<file path="config.mk">
export PLATFORM = sky130hd
export DESIGN_NAME = ibl_cmd_handler
export DESIGN_NICKNAME = d
export VERILOG_FILES = /design/src/design/ibl_pkg.sv /design/src/design/ibl_link_words.sv /design/src/design/ibl_cmd_handler.sv
export SDC_FILE = /design/constraint.sdc
export NUM_CORES = 1
export LEC_CHECK = 0
export CORE_AREA = 5 5 225 227
export DETAILED_ROUTE_END_ITERATION = 10
export DIE_AREA = 0 0 230 232
export DONT_BUFFER_PORTS = 1
export GPL_ROUTABILITY_DRIVEN = 0
export SKIP_CTS_REPAIR_TIMING = 1
export SYNTH_ARGS = -nofsm -noshare
export SYNTH_HDL_FRONTEND = slang
export SYNTH_SLANG_ARGS = --single-unit
</file>
<file path="constraint.sdc">
create_clock -name clk -period 9 [get_ports clk]
set_clock_uncertainty 0.2 [all_clocks]
set_input_delay 0 -clock clk [delete_from_list [all_inputs] [get_ports clk]]
set_output_delay 0 -clock clk [all_outputs]
set_load 0.005 [all_outputs]
</file>
<file path="src/design/ibl_pkg.sv">
/*
 * constants and carrier types of the link status and statistics command
 * handler. assumes an upstream packet parser that has already checked the
 * common header, and a downstream framer that adds header and checksum.
 */
package ibl_pkg;

    localparam logic [7:0] CMD_LINK = 8'h38;
    localparam logic [7:0] CMD_STATS = 8'h39;
    localparam logic [7:0] RSP_LINK = 8'hB8;
    localparam logic [7:0] RSP_STATS = 8'hB9;
    localparam logic [15:0] REASON_NONE = 16'h0000;

    // payload length in bytes, counted from packet byte 16 up to the checksum
    localparam logic [6:0] LEN_LINK = 7'h1C;
    localparam logic [6:0] LEN_STATS = 7'h40;

    // payload word indices (word 0 sits at packet byte 16)
    localparam logic [4:0] WI_CODES = 5'h00;
    localparam logic [4:0] WI_LINK_A = 5'h03;
    localparam logic [4:0] WI_LINK_B = 5'h04;
    localparam logic [4:0] WI_CNT_FIRST = 5'h01;

    localparam logic [3:0] PHYS_LINK_UP = 4'h5;
    localparam logic [7:0] WIDTH_VALID = 8'h0F;
    localparam logic [31:0] CNT_UNSUPPORTED = 32'hFFFFFFFF;
    localparam int NUM_CNT_MAX = 15;

    // register byte offsets
    localparam logic [7:0] REG_CTRL = 8'h00;
    localparam logic [7:0] REG_LINK = 8'h04;
    localparam logic [7:0] REG_WIDTH = 8'h08;
    localparam logic [7:0] REG_SPEED = 8'h0C;
    localparam logic [7:0] REG_CNT_MASK = 8'h10;
    localparam logic [7:0] REG_STATUS = 8'h14;

    // field positions
    localparam int LINK_TYPE_BIT = 0;
    localparam int PHYS_LSB = 4;
    localparam int LOG_LSB = 8;
    localparam int ACTIVE_LSB = 0;
    localparam int SUPPORTED_LSB = 8;
    localparam int BUSY_BIT = 24;

    // values after reset
    localparam logic CTRL_IB_ENABLE_RST = 1'b1;
    localparam logic [14:0] CNT_MASK_RST = 15'h7FFF;

    typedef struct packed {
        logic [7:0] code;
        logic checksumOk;
        logic idOk;
    } ibl_cmd_t;

    typedef struct packed {
        logic linkType;
        logic [3:0] physState;
        logic [3:0] logState;
        logic [7:0] activeLaneWidthMap;
        logic [7:0] supportedLaneWidthMap;
        logic [7:0] activeRateMap;
        logic [7:0] supportedRateMap;
    } ibl_link_cfg_t;

    typedef enum logic [1:0] {
        ST_IDLE = 2'b00,
        ST_SEND = 2'b01
    } ibl_phase_t;

    typedef struct packed {
        ibl_phase_t phase;
        logic isStats;
        logic [6:0] pos;
        logic [6:0] len;
        logic [23:0] shift;
        ibl_link_cfg_t snap;
        logic [14:0] maskSnap;
        logic ibEnable;
        ibl_link_cfg_t cfg;
        logic [14:0] cntMask;
        logic [7:0] linkCount;
        logic [7:0] statsCount;
        logic [7:0] dropCount;
        logic cmdReady;
        logic respValid;
        logic respLast;
        logic cmdRejected;
        logic [7:0] respByte;
        logic [31:0] regRdata;
    } ibl_state_t;

endpackage : ibl_pkg

</file>
<file path="src/design/ibl_link_words.sv">
/*
 * builds the two link status payload words from a link configuration.
 * purely combinational; the caller registers the result.
 */
`timescale 1ns/1ps

module ibl_link_words
    import ibl_pkg::*;
(
    input wire ibl_pkg::ibl_link_cfg_t cfg,
    output logic [31:0] wordA,
    output logic [31:0] wordB
);
    logic isIb;
    logic isUp;

    always_comb
    begin
        isIb = cfg.linkType;
        isUp = cfg.linkType && (cfg.physState == PHYS_LINK_UP);
        wordA = 32'h00000000;
        wordB = 32'h00000000;
        if (isUp)
        begin
            wordA[31:24] = cfg.activeLaneWidthMap & WIDTH_VALID;
            wordB[23:16] = cfg.activeRateMap;
        end
        if (isIb)
        begin
            wordA[23:16] = cfg.supportedLaneWidthMap & WIDTH_VALID;
            wordA[7:4] = cfg.physState;
            wordA[3:0] = cfg.logState;
            wordB[7:0] = cfg.supportedRateMap;
        end
        wordA[8] = cfg.linkType;
    end

endmodule : ibl_link_words

</file>
<file path="src/design/ibl_cmd_handler.sv">
/*
 * link status and statistics command handler of one sideband channel.
 * assumes commands arrive already parsed with checksum and id verdicts,
 * and that a framer consumes the payload byte stream and wraps it.
 */
`timescale 1ns/1ps

// Contract
// - code 0x38 from the controller is recognised as the link status query.
// - link status handled only when InfiniBand support is enabled.
// - good link status command always answered with response code 0xB8.
// - response codes bytes 16-19, state bytes 28-31, speeds next word.
// - active width bitmap, zero unless InfiniBand and physical link up.
// - supported width bitmap when InfiniBand, zero for Ethernet.
// - link type bit 0: zero Ethernet, one InfiniBand.
// - physical state zero for Ethernet, link up is 0x5, phy test 0x7.
// - logical state zero for Ethernet, then down, init, arm, active.
// - active speed bitmap SDR to NDR, zero unless InfiniBand and up.
// - supported speed bitmap when InfiniBand, 0x00 for Ethernet.
// - code 0x39 is recognised as the statistics request.
// - statistics handled only when InfiniBand support is enabled.
// - good statistics command always answered with response code 0xB9.
// - unsupported counters are reported as 0xFFFFFFFF.
module ibl_cmd_handler #(
    parameter bit IB_CAPABLE = 1'b1,
    parameter int NUM_CNT = 15
) (
    input wire logic clk,
    input wire logic reset,
    input wire logic cmdValid,
    input wire ibl_pkg::ibl_cmd_t cmd,
    output logic cmdReady,
    output logic cmdRejected,
    output logic respValid,
    output logic [7:0] respByte,
    output logic respLast,
    input wire logic respReady,
    input wire logic [ibl_pkg::NUM_CNT_MAX-1:0][31:0] statCounters,
    input wire logic [7:0] regAddr,
    input wire logic [31:0] regWdata,
    input wire logic regWrite,
    input wire logic regRead,
    output logic [31:0] regRdata
);
    import ibl_pkg::*;

    if (NUM_CNT < 1 || NUM_CNT > NUM_CNT_MAX)
    begin : g_bad_num_cnt
        $error("NUM_CNT must lie between 1 and 15");
    end

    ibl_state_t q;
    ibl_state_t next_q;
    logic [31:0] linkWordA;
    logic [31:0] linkWordB;
    logic [31:0] wordAt;
    logic [6:0] loadPos;
    logic [3:0] cntIdx;
    logic loadByte;
    logic cmdGood;

    // words come from the snapshot so one answer never mixes two configs
    ibl_link_words u_words (
        .cfg(q.snap),
        .wordA(linkWordA),
        .wordB(linkWordB)
    );

    always_comb
    begin
        loadPos = q.respValid ? 7'(q.pos + 7'h01) : 7'h00;
        cntIdx = 4'(loadPos[6:2] - WI_CNT_FIRST);
        wordAt = 32'h00000000;
        if (loadPos[6:2] == WI_CODES)
        begin
            wordAt = {8'h00, q.isStats ? RSP_STATS : RSP_LINK, REASON_NONE};
        end
        else if (q.isStats)
        begin
            if (32'(cntIdx) < NUM_CNT && q.maskSnap[cntIdx])
            begin
                wordAt = statCounters[cntIdx];
            end
            else
            begin
                wordAt = CNT_UNSUPPORTED;
            end
        end
        else if (loadPos[6:2] == WI_LINK_A)
        begin
            wordAt = linkWordA;
        end
        else if (loadPos[6:2] == WI_LINK_B)
        begin
            wordAt = linkWordB;
        end
    end

    always_comb
    begin
        next_q = q;
        next_q.cmdRejected = 1'b0;
        next_q.regRdata = 32'h00000000;
        cmdGood = cmd.checksumOk && cmd.idOk;
        loadByte = (q.phase == ST_SEND) && (!q.respValid || respReady)
            && !(q.respValid && q.respLast);
        case (q.phase)
            ST_IDLE:
            begin
                if (cmdValid && q.cmdReady)
                begin
                    if (!cmdGood)
                    begin
                        next_q.dropCount = 8'(q.dropCount + 8'h01);
                    end
                    else if (q.ibEnable && (cmd.code == CMD_LINK
                        || cmd.code == CMD_STATS))
                    begin
                        next_q.phase = ST_SEND;
                        next_q.isStats = (cmd.code == CMD_STATS);
                        next_q.len = (cmd.code == CMD_STATS) ? LEN_STATS
                            : LEN_LINK;
                        next_q.snap = q.cfg;
                        next_q.maskSnap = q.cntMask;
                        next_q.cmdReady = 1'b0;
                        next_q.respValid = 1'b0;
                        next_q.respLast = 1'b0;
                        if (cmd.code == CMD_STATS)
                        begin
                            next_q.statsCount = 8'(q.statsCount + 8'h01);
                        end
                        else
                        begin
                            next_q.linkCount = 8'(q.linkCount + 8'h01);
                        end
                    end
                    else
                    begin
                        // left to the generic handler to answer
                        next_q.cmdRejected = 1'b1;
                    end
                end
            end
            ST_SEND:
            begin
                if (loadByte)
                begin
                    next_q.respValid = 1'b1;
                    next_q.pos = loadPos;
                    next_q.respLast = (loadPos == 7'(q.len - 7'h01));
                    if (loadPos[1:0] == 2'b00)
                    begin
                        next_q.respByte = wordAt[31:24];
                        next_q.shift = wordAt[23:0];
                    end
                    else
                    begin
                        next_q.respByte = q.shift[23:16];
                        next_q.shift = {q.shift[15:0], 8'h00};
                    end
                end
                else if (q.respValid && q.respLast && respReady)
                begin
                    next_q.phase = ST_IDLE;
                    next_q.respValid = 1'b0;
                    next_q.respLast = 1'b0;
                    next_q.cmdReady = 1'b1;
                end
            end
            default:
            begin
                next_q.phase = ST_IDLE;
                next_q.cmdReady = 1'b1;
            end
        endcase
        if (regWrite)
        begin
            if (regAddr == REG_CTRL)
            begin
                next_q.ibEnable = regWdata[0] && IB_CAPABLE;
            end
            else if (regAddr == REG_LINK)
            begin
                next_q.cfg.linkType = regWdata[LINK_TYPE_BIT];
                next_q.cfg.physState = regWdata[PHYS_LSB +: 4];
                next_q.cfg.logState = regWdata[LOG_LSB +: 4];
            end
            else if (regAddr == REG_WIDTH)
            begin
                next_q.cfg.activeLaneWidthMap = regWdata[ACTIVE_LSB +: 8];
                next_q.cfg.supportedLaneWidthMap =
                    regWdata[SUPPORTED_LSB +: 8];
            end
            else if (regAddr == REG_SPEED)
            begin
                next_q.cfg.activeRateMap = regWdata[ACTIVE_LSB +: 8];
                next_q.cfg.supportedRateMap = regWdata[SUPPORTED_LSB +: 8];
            end
            else if (regAddr == REG_CNT_MASK)
            begin
                next_q.cntMask = regWdata[14:0];
            end
        end
        if (regRead)
        begin
            if (regAddr == REG_CTRL)
            begin
                next_q.regRdata[0] = q.ibEnable;
            end
            else if (regAddr == REG_LINK)
            begin
                next_q.regRdata[LINK_TYPE_BIT] = q.cfg.linkType;
                next_q.regRdata[PHYS_LSB +: 4] = q.cfg.physState;
                next_q.regRdata[LOG_LSB +: 4] = q.cfg.logState;
            end
            else if (regAddr == REG_WIDTH)
            begin
                next_q.regRdata[ACTIVE_LSB +: 8] = q.cfg.activeLaneWidthMap;
                next_q.regRdata[SUPPORTED_LSB +: 8] =
                    q.cfg.supportedLaneWidthMap;
            end
            else if (regAddr == REG_SPEED)
            begin
                next_q.regRdata[ACTIVE_LSB +: 8] = q.cfg.activeRateMap;
                next_q.regRdata[SUPPORTED_LSB +: 8] = q.cfg.supportedRateMap;
            end
            else if (regAddr == REG_CNT_MASK)
            begin
                next_q.regRdata[14:0] = q.cntMask;
            end
            else if (regAddr == REG_STATUS)
            begin
                next_q.regRdata[23:0] = {q.dropCount, q.statsCount,
                    q.linkCount};
                next_q.regRdata[BUSY_BIT] = (q.phase == ST_SEND);
            end
        end
    end

    always_ff @(posedge clk)
    begin
        if (reset)
        begin
            q <= '0;
            q.phase <= ST_IDLE;
            q.ibEnable <= CTRL_IB_ENABLE_RST && IB_CAPABLE;
            q.cntMask <= CNT_MASK_RST;
            q.cmdReady <= 1'b1;
        end
        else
        begin
            q <= next_q;
        end
    end

    assign cmdReady = q.cmdReady;
    assign cmdRejected = q.cmdRejected;
    assign respValid = q.respValid;
    assign respByte = q.respByte;
    assign respLast = q.respLast;
    assign regRdata = q.regRdata;

    // link byte positions relative to packet byte 16
    logic linkByte;
    assign linkByte = q.respValid && !q.isStats;
endmodule : ibl_cmd_handler

</file>
==> run_results.csv, run 1 <==
group,metric,value,unit
routing,vias,13120,
final_layout,instances_no_fill,2238,
synth,ys_warn_count,0,
sta,slew_headroom,24.21,%
power_and_ir_drop,p_sw_share,25.49,%
setup_path,endpoint_kind,"register",
floorplanning,row_count,81,
power_and_ir_drop,clockPowerShare,43.9,%
sta,period_needed,6.125,ns
sta,rsz0062_at_grt,"no",
clocking,cts_tree,"yes",
sta,setup_viol,0,
final_layout,finalNetCount,2102,
floorplanning,ioPinCount,580,
routing,antenna_left,0,
synth,synth_area_leaders,"dfxtp_1 (30%), mux4_2 (14%), nand2_1 (9.3%), a21oi_1 (4.8%), nor2_1 (3.9%)",
setup_path,critPathMaxStageDelay,0.79,ns
synth,synth_top_area_cell,"dfxtp_1",
hold_path,worstHoldPathType,"input pin to register",
routing,drtIter0Drc,1298,
floorplanning,die_h,232,microns
routing,drt_first_pass_iters,7,
routing,viasPerCell,5.864,
floorplanning,initial_utilization,27.39,%
place,dp_cells,2066,
final_layout,drive_above_1_share,11.13,%
synth,synth_top_area_share,30.17,%
synth,avgSynthCellArea,8.288,sq um
clocking,cts_buffers,17,
flow_run,max-cap-violations,0,
grt,grt_max_degree,171,
sta,slew_viol_final,0,
sta,max_freq,0.1633,GHz
setup_path,cp_slowest_cell,"buf_4",
power_and_ir_drop,p_switching,0.4542,mW
final_layout,final_area,0.01499,sq mm
floorplanning,core_region_area,0.04844,sq mm
sta,tightest_slew,1.122,ns
place,postPlaceCellArea,0.01329,sq mm
routing,drc_errors,0,
clocking,htree_levels,4,
synth,synth_cell_type_count,75,
clocking,root_buffer,"clkbuf_16",
sta,tns,0,ns
power_and_ir_drop,p_leak,5.307,nW
setup_path,cp-start-kind,"register",
power_and_ir_drop,p_per_area,118.9,mW/mm^2
routing,routed_wl,67070,microns
setup_path,cp_common_cell,"dlygate4sd3_1",
run_status,violations,"negative hold slack",
power_and_ir_drop,power_frac_comb,6.2,%
final_layout,area_delta_synth_final,12.95,%
setup_path,cp_max_fo,84,
floorplanning,die_width,230,microns
hold_path,whs_path_depth,4,
sta,hold_viol,8,
clocking,cts.sinks,200,
routing,wire_per_inst,29.97,microns
power_and_ir_drop,intPower,1.328,mW
run_status,status,"complete, but fails checks",
synth,async_flop_share,0,%
synth,ys.flop_type,"dfxtp_1",
setup_path,r2r_start,"q[212]$_SDFFE_PP0P_",
setup_path,cp_top_family,"buffers and inverters",
grt,grt_overflow,0,
grt,antenna_found_initial,61,
clocking,clock_latency,0.44,ns
hold_path,holdPathEnd,"q[195]$_SDFFE_PP0P_",
setup_path,arrival,6.32,ns
synth,seq_area_frac_synth,30.17,%
setup_path,critPathRequiredTime,9.19,ns
hold_path,hold_start,"statCounters[430]",
grt,track_usage,23.15,%
setup_path,worstRegToRegCells,14,
setup_path,crit_chain,"ha_1 -> xor2_4 -> nand2_8 -> ha_1 -> inv_1 -> xnor2_4 -> buf_4 -> nand2_1 -> nand3_1 -> dlygate4sd3_1 -> a31oi_1 -> dlygate4sd3_1 -> o31ai_2 -> dlygate4sd3_1",
synth,ys_seq_elements,200,
place,post-dp-hpwl,52990,microns
setup_path,startpoint,"q[212]$_SDFFE_PP0P_",
synth,synth-edff-count,0,
floorplanning,dieArea,0.05336,sq mm
grt,grt_pass1_wl,89330,microns
grt,grt_pass1_vias,12000,
setup_path,crit_type,"register to register",
clocking,clk_pin_slew,0.09,ns
power_and_ir_drop,power,1.782,mW
synth,synthTopCellsByCount,"nand2_1 (328), dfxtp_1 (200), nor2_1 (137)",
power_and_ir_drop,seq_power_share,49.9,%
synth,netlist_area,0.01327,sq mm
clocking,clk_path_buf_depth,2,
setup_path,path_buf_inv,5,
sta,holdWs,-0.09066,ns
setup_path,reg2reg_to,"q[182]$_SDFFE_PP0P_",
synth,post-synth-top-count-cell,"nand2_1",
setup_path,rrSetupSlack,2.87,ns
place,io_buffers,0,
power_and_ir_drop,peakVddDrop,108.1,uV
sta,fin_crit_sh,68.06,%
synth,syn-instance-count,1601,
==> area by class of cell <==
class | count | area (sq um)
tap | 622 | 778.2
sequential | 200 | 4004
inverter | 12 | 47.55
clock inverter | 14 | 170.2
fill | 5085 | 33460
antenna | 44 | 110.1
clock buffer | 18 | 429.2
multi-input combinational | 1216 | 8339
timing repair buffer | 112 | 1109
==> cell families after synthesis <==
family,synth area share [%]
muxes,19.45
xor gates and xnor gates,2.065
buffers and inverters,7.449
adders and majority gates,0.6600
and+or+nand+nor,23.97
other,0.02826
AOI/OAI and AO/OA,16.20
DFF,30.17
==> metrics by stage <==
step	worst slack (ns)	util, %
after floorplan	5.036	-
after global placement	3.916	27.43
after detailed placement	3.777	27.43
after CTS	3.741	28.67
after global routing	2.529	30.84
final	2.875	30.94
==> placed cells by master, fill, tap and decap left out, types with 27 or more instances in the layout <==
master / count
a221oi_1: 27
nand2_1: 328
o21ai_0: 30
diode_2: 44
and3_1: 42
nand4_1: 28
mux2i_1: 49
dlygate4sd3_1: 94
a31oi_1: 36
a21oi_1: 126
dfxtp_1: 200
nor2_1: 137
nand3_1: 63
mux4_2: 81
==> worst max path at each step <==
| stage | slack (ns) | end | depth (start not counted) |
|---|---|---|---|
| global placement | 3.92 | respByte[7]$_SDFFE_PP0P_ | 11 |
| floorplan | 5.04 | q[204]$_SDFFE_PP0P_ | 17 |
| global route | 2.53 | q[188]$_SDFFE_PP0P_ | 12 |
| CTS | 3.74 | respByte[6]$_SDFFE_PP0P_ | 12 |
| detailed placement | 3.78 | respByte[6]$_SDFFE_PP0P_ | 12 |
| finish | 2.87 | q[182]$_SDFFE_PP0P_ | 14 |
==> power groups by stage <==
stage / registers, mW / clock network, mW / logic (mW)
after global routing: 0.889 / 0.831 / 0.117
after detailed placement: 0.910 / 0 / 0.0667
final: 0.889 / 0.783 / 0.110
after floorplan: 0.909 / 0 / 0.0706
after global placement: 0.910 / 0 / 0.0664
after CTS: 0.889 / 0.796 / 0.0673
==> worst reg2reg max path: stages, from the launching register on <==
cell and delay [ns]:
dfxtp_1 0.39, ha_1 0.50, xor2_4 0.37, nand2_8 0.41
ha_1 0.51, inv_1 0.25, xnor2_4 0.17, buf_4 0.79
nand2_1 0.30, nand3_1 0.14, dlygate4sd3_1 0.56, a31oi_1 0.11
dlygate4sd3_1 0.61, o31ai_2 0.21, dlygate4sd3_1 0.57
==> flip-flops by register name, indices dropped and copies added, names as in the netlist <==
register	flops
cmdReady	1
cmdRejected	1
q	163
regRdata	25
respByte	8
respLast	1
respValid	1
==> per-layer routing <==
metal	GRT usage (%)	wire, microns	up-vias
met1	27.64	26200	6403
met2	38.10	31260	806
met5	2.206	194	-
met3	9.085	6750	132
li1	-	-	5755
met4	7.715	2664	28
(Power assumes the default switching activity.)
==> inputs of run 2 (changes only) <==
- clock period: 9 -> 5.7 ns (I/O delays scaled with it)
==> run 2 against run 1 <==
The flow still finishes with violations (negative hold slack). Final cell count increased by 0.45%. Via count down 0.97%. Design area grew 0.98%. Critical endpoint unchanged.
==> run_results.csv, run 2 (synthesis results as in run 1) <==
group,metric,value,unit
grt,grt_max_degree,171,
grt,antenna_found_initial,57,
final_layout,layout_common_cells,"nand2_1 (328), dfxtp_1 (200), nor2_1 (137), a21oi_1 (126), dlygate4sd3_1 (107)",
run_status,status,"complete, but fails checks",
grt,track_usage,23.32,%
setup_path,worstRegToRegCells,11,
routing,wire_per_inst,29.92,microns
place,post-dp-hpwl,54260,microns
final_layout,fin_util,31.24,%
routing,vias,13000,
setup_path,cp-start-kind,"register",
sta,period_needed,5.432,ns
final_layout,final_area,0.01513,sq mm
flow_run,max-cap-violations,0,
place,io_buffers,0,
sta,setup_viol,0,
place,dp_worst_setup_slack,0.7712,ns
grt,grt_pass1_vias,12050,
floorplanning,row_count,81,
sta,rsz0062_at_grt,"no",
sta,max_freq,0.1841,GHz
clocking,cts_tree,"yes",
final_layout,area_delta_synth_final,14.06,%
clocking,htree_levels,4,
sta,slew_headroom,19.92,%
power_and_ir_drop,power,2.824,mW
final_layout,largest_reg_flops,163,
sta,tightest_slew,1.185,ns
hold_path,worstHoldPathType,"input pin to register",
hold_path,whs_path_depth,5,
sta,slew_viol_final,0,
place,dp_cells,2070,
routing,drc_errors,0,
routing,routed_wl,67260,microns
floorplanning,die_h,232,microns
clocking,clock_latency,0.45,ns
place,postPlaceCellArea,0.01334,sq mm
floorplanning,die_width,230,microns
routing,drt_first_pass_iters,5,
setup_path,endpoint_kind,"register",
power_and_ir_drop,p_per_area,186.6,mW/mm^2
setup_path,critPathRequiredTime,5.82,ns
sta,fin_crit_sh,95.30,%
final_layout,instances_no_fill,2248,
run_status,violations,"negative hold slack",
sta,setup_slack,0.2681,ns
setup_path,crit_type,"register to register",
grt,grt_pass1_wl,90070,microns
setup_path,cp_max_fo,49,
floorplanning,core_region_area,0.04844,sq mm
clocking,cts.sinks,200,
clocking,root_buffer,"clkbuf_16",
final_layout,drive_above_1_share,11.27,%
final_layout,finalNetCount,2118,
floorplanning,initial_utilization,27.39,%
floorplanning,dieArea,0.05336,sq mm
power_and_ir_drop,p_leak,5.335,nW
sta,tns,0,ns
floorplanning,ioPinCount,580,
clocking,clk_path_buf_depth,2,
sta,holdWs,-0.07420,ns
power_and_ir_drop,peakVddDrop,191.8,uV
final_layout,layout_commonest_cell,"nand2_1",
grt,grt_overflow,0,
clocking,clk_pin_slew,0.09,ns
clocking,cts_buffers,17,
setup_path,arrival,5.55,ns
routing,viasPerCell,5.782,
final_layout,regMostFlops,"q",
routing,antenna_left,0,
sta,hold_viol,11,
routing,drtIter0Drc,1339,
run 2: worst paths after layout:
kind / from / endpoint / slack, ns
worst max register to register: q[212]$_SDFFE_PP0P_ / q[182]$_SDFFE_PP0P_ / 0.27
worst min register to register: q[133]$_SDFFE_PP0P_ / q[133]$_SDFFE_PP0P_ / 0.26
worst max-delay path: q[212]$_SDFFE_PP0P_ / q[182]$_SDFFE_PP0P_ / 0.27
worst min-delay path: statCounters[389] / q[186]$_SDFFE_PP0P_ / -0.07
run 2: cell type report:
class / count / area [sq um]
fill: 5109 / 33310
multi-input combinational: 1216 / 8339
sequential: 200 / 4004
timing repair buffer: 128 / 1274
tap: 622 / 778.2
clock buffer: 17 / 425.4
clock inverter: 15 / 171.4
antenna: 38 / 95.09
inverter: 12 / 47.55
run 2: metal layers:
| layer | global-route usage, % | routed length [microns] | up-vias |
|---|---|---|---|
| li1 | - | - | 5783 |
| met1 | 27.43 | 25760 | 6315 |
| met2 | 38.13 | 31750 | 749 |
| met3 | 10.09 | 7110 | 124 |
| met4 | 8.332 | 2457 | 26 |
| met5 | 0 | 177 | - |
run 2: critical path, stage by stage, from the launching register on:
cell and delay, ns:
dfxtp_1 0.39, ha_1 0.48, xor2_4 0.38, nand2_8 0.34
ha_2 0.80, inv_4 0.21, buf_4 0.35, nor2_1 0.88
a32oi_1 0.28, a31oi_1 0.26, dlygate4sd3_1 0.61, o31ai_2 0.07
run 2: report_power, final:
part | internal, mW | switching, mW
clock | 0.597 | 0.639
sequential | 1.40 | 0.00460
combinational | 0.105 | 0.0791
total | 2.10 | 0.722
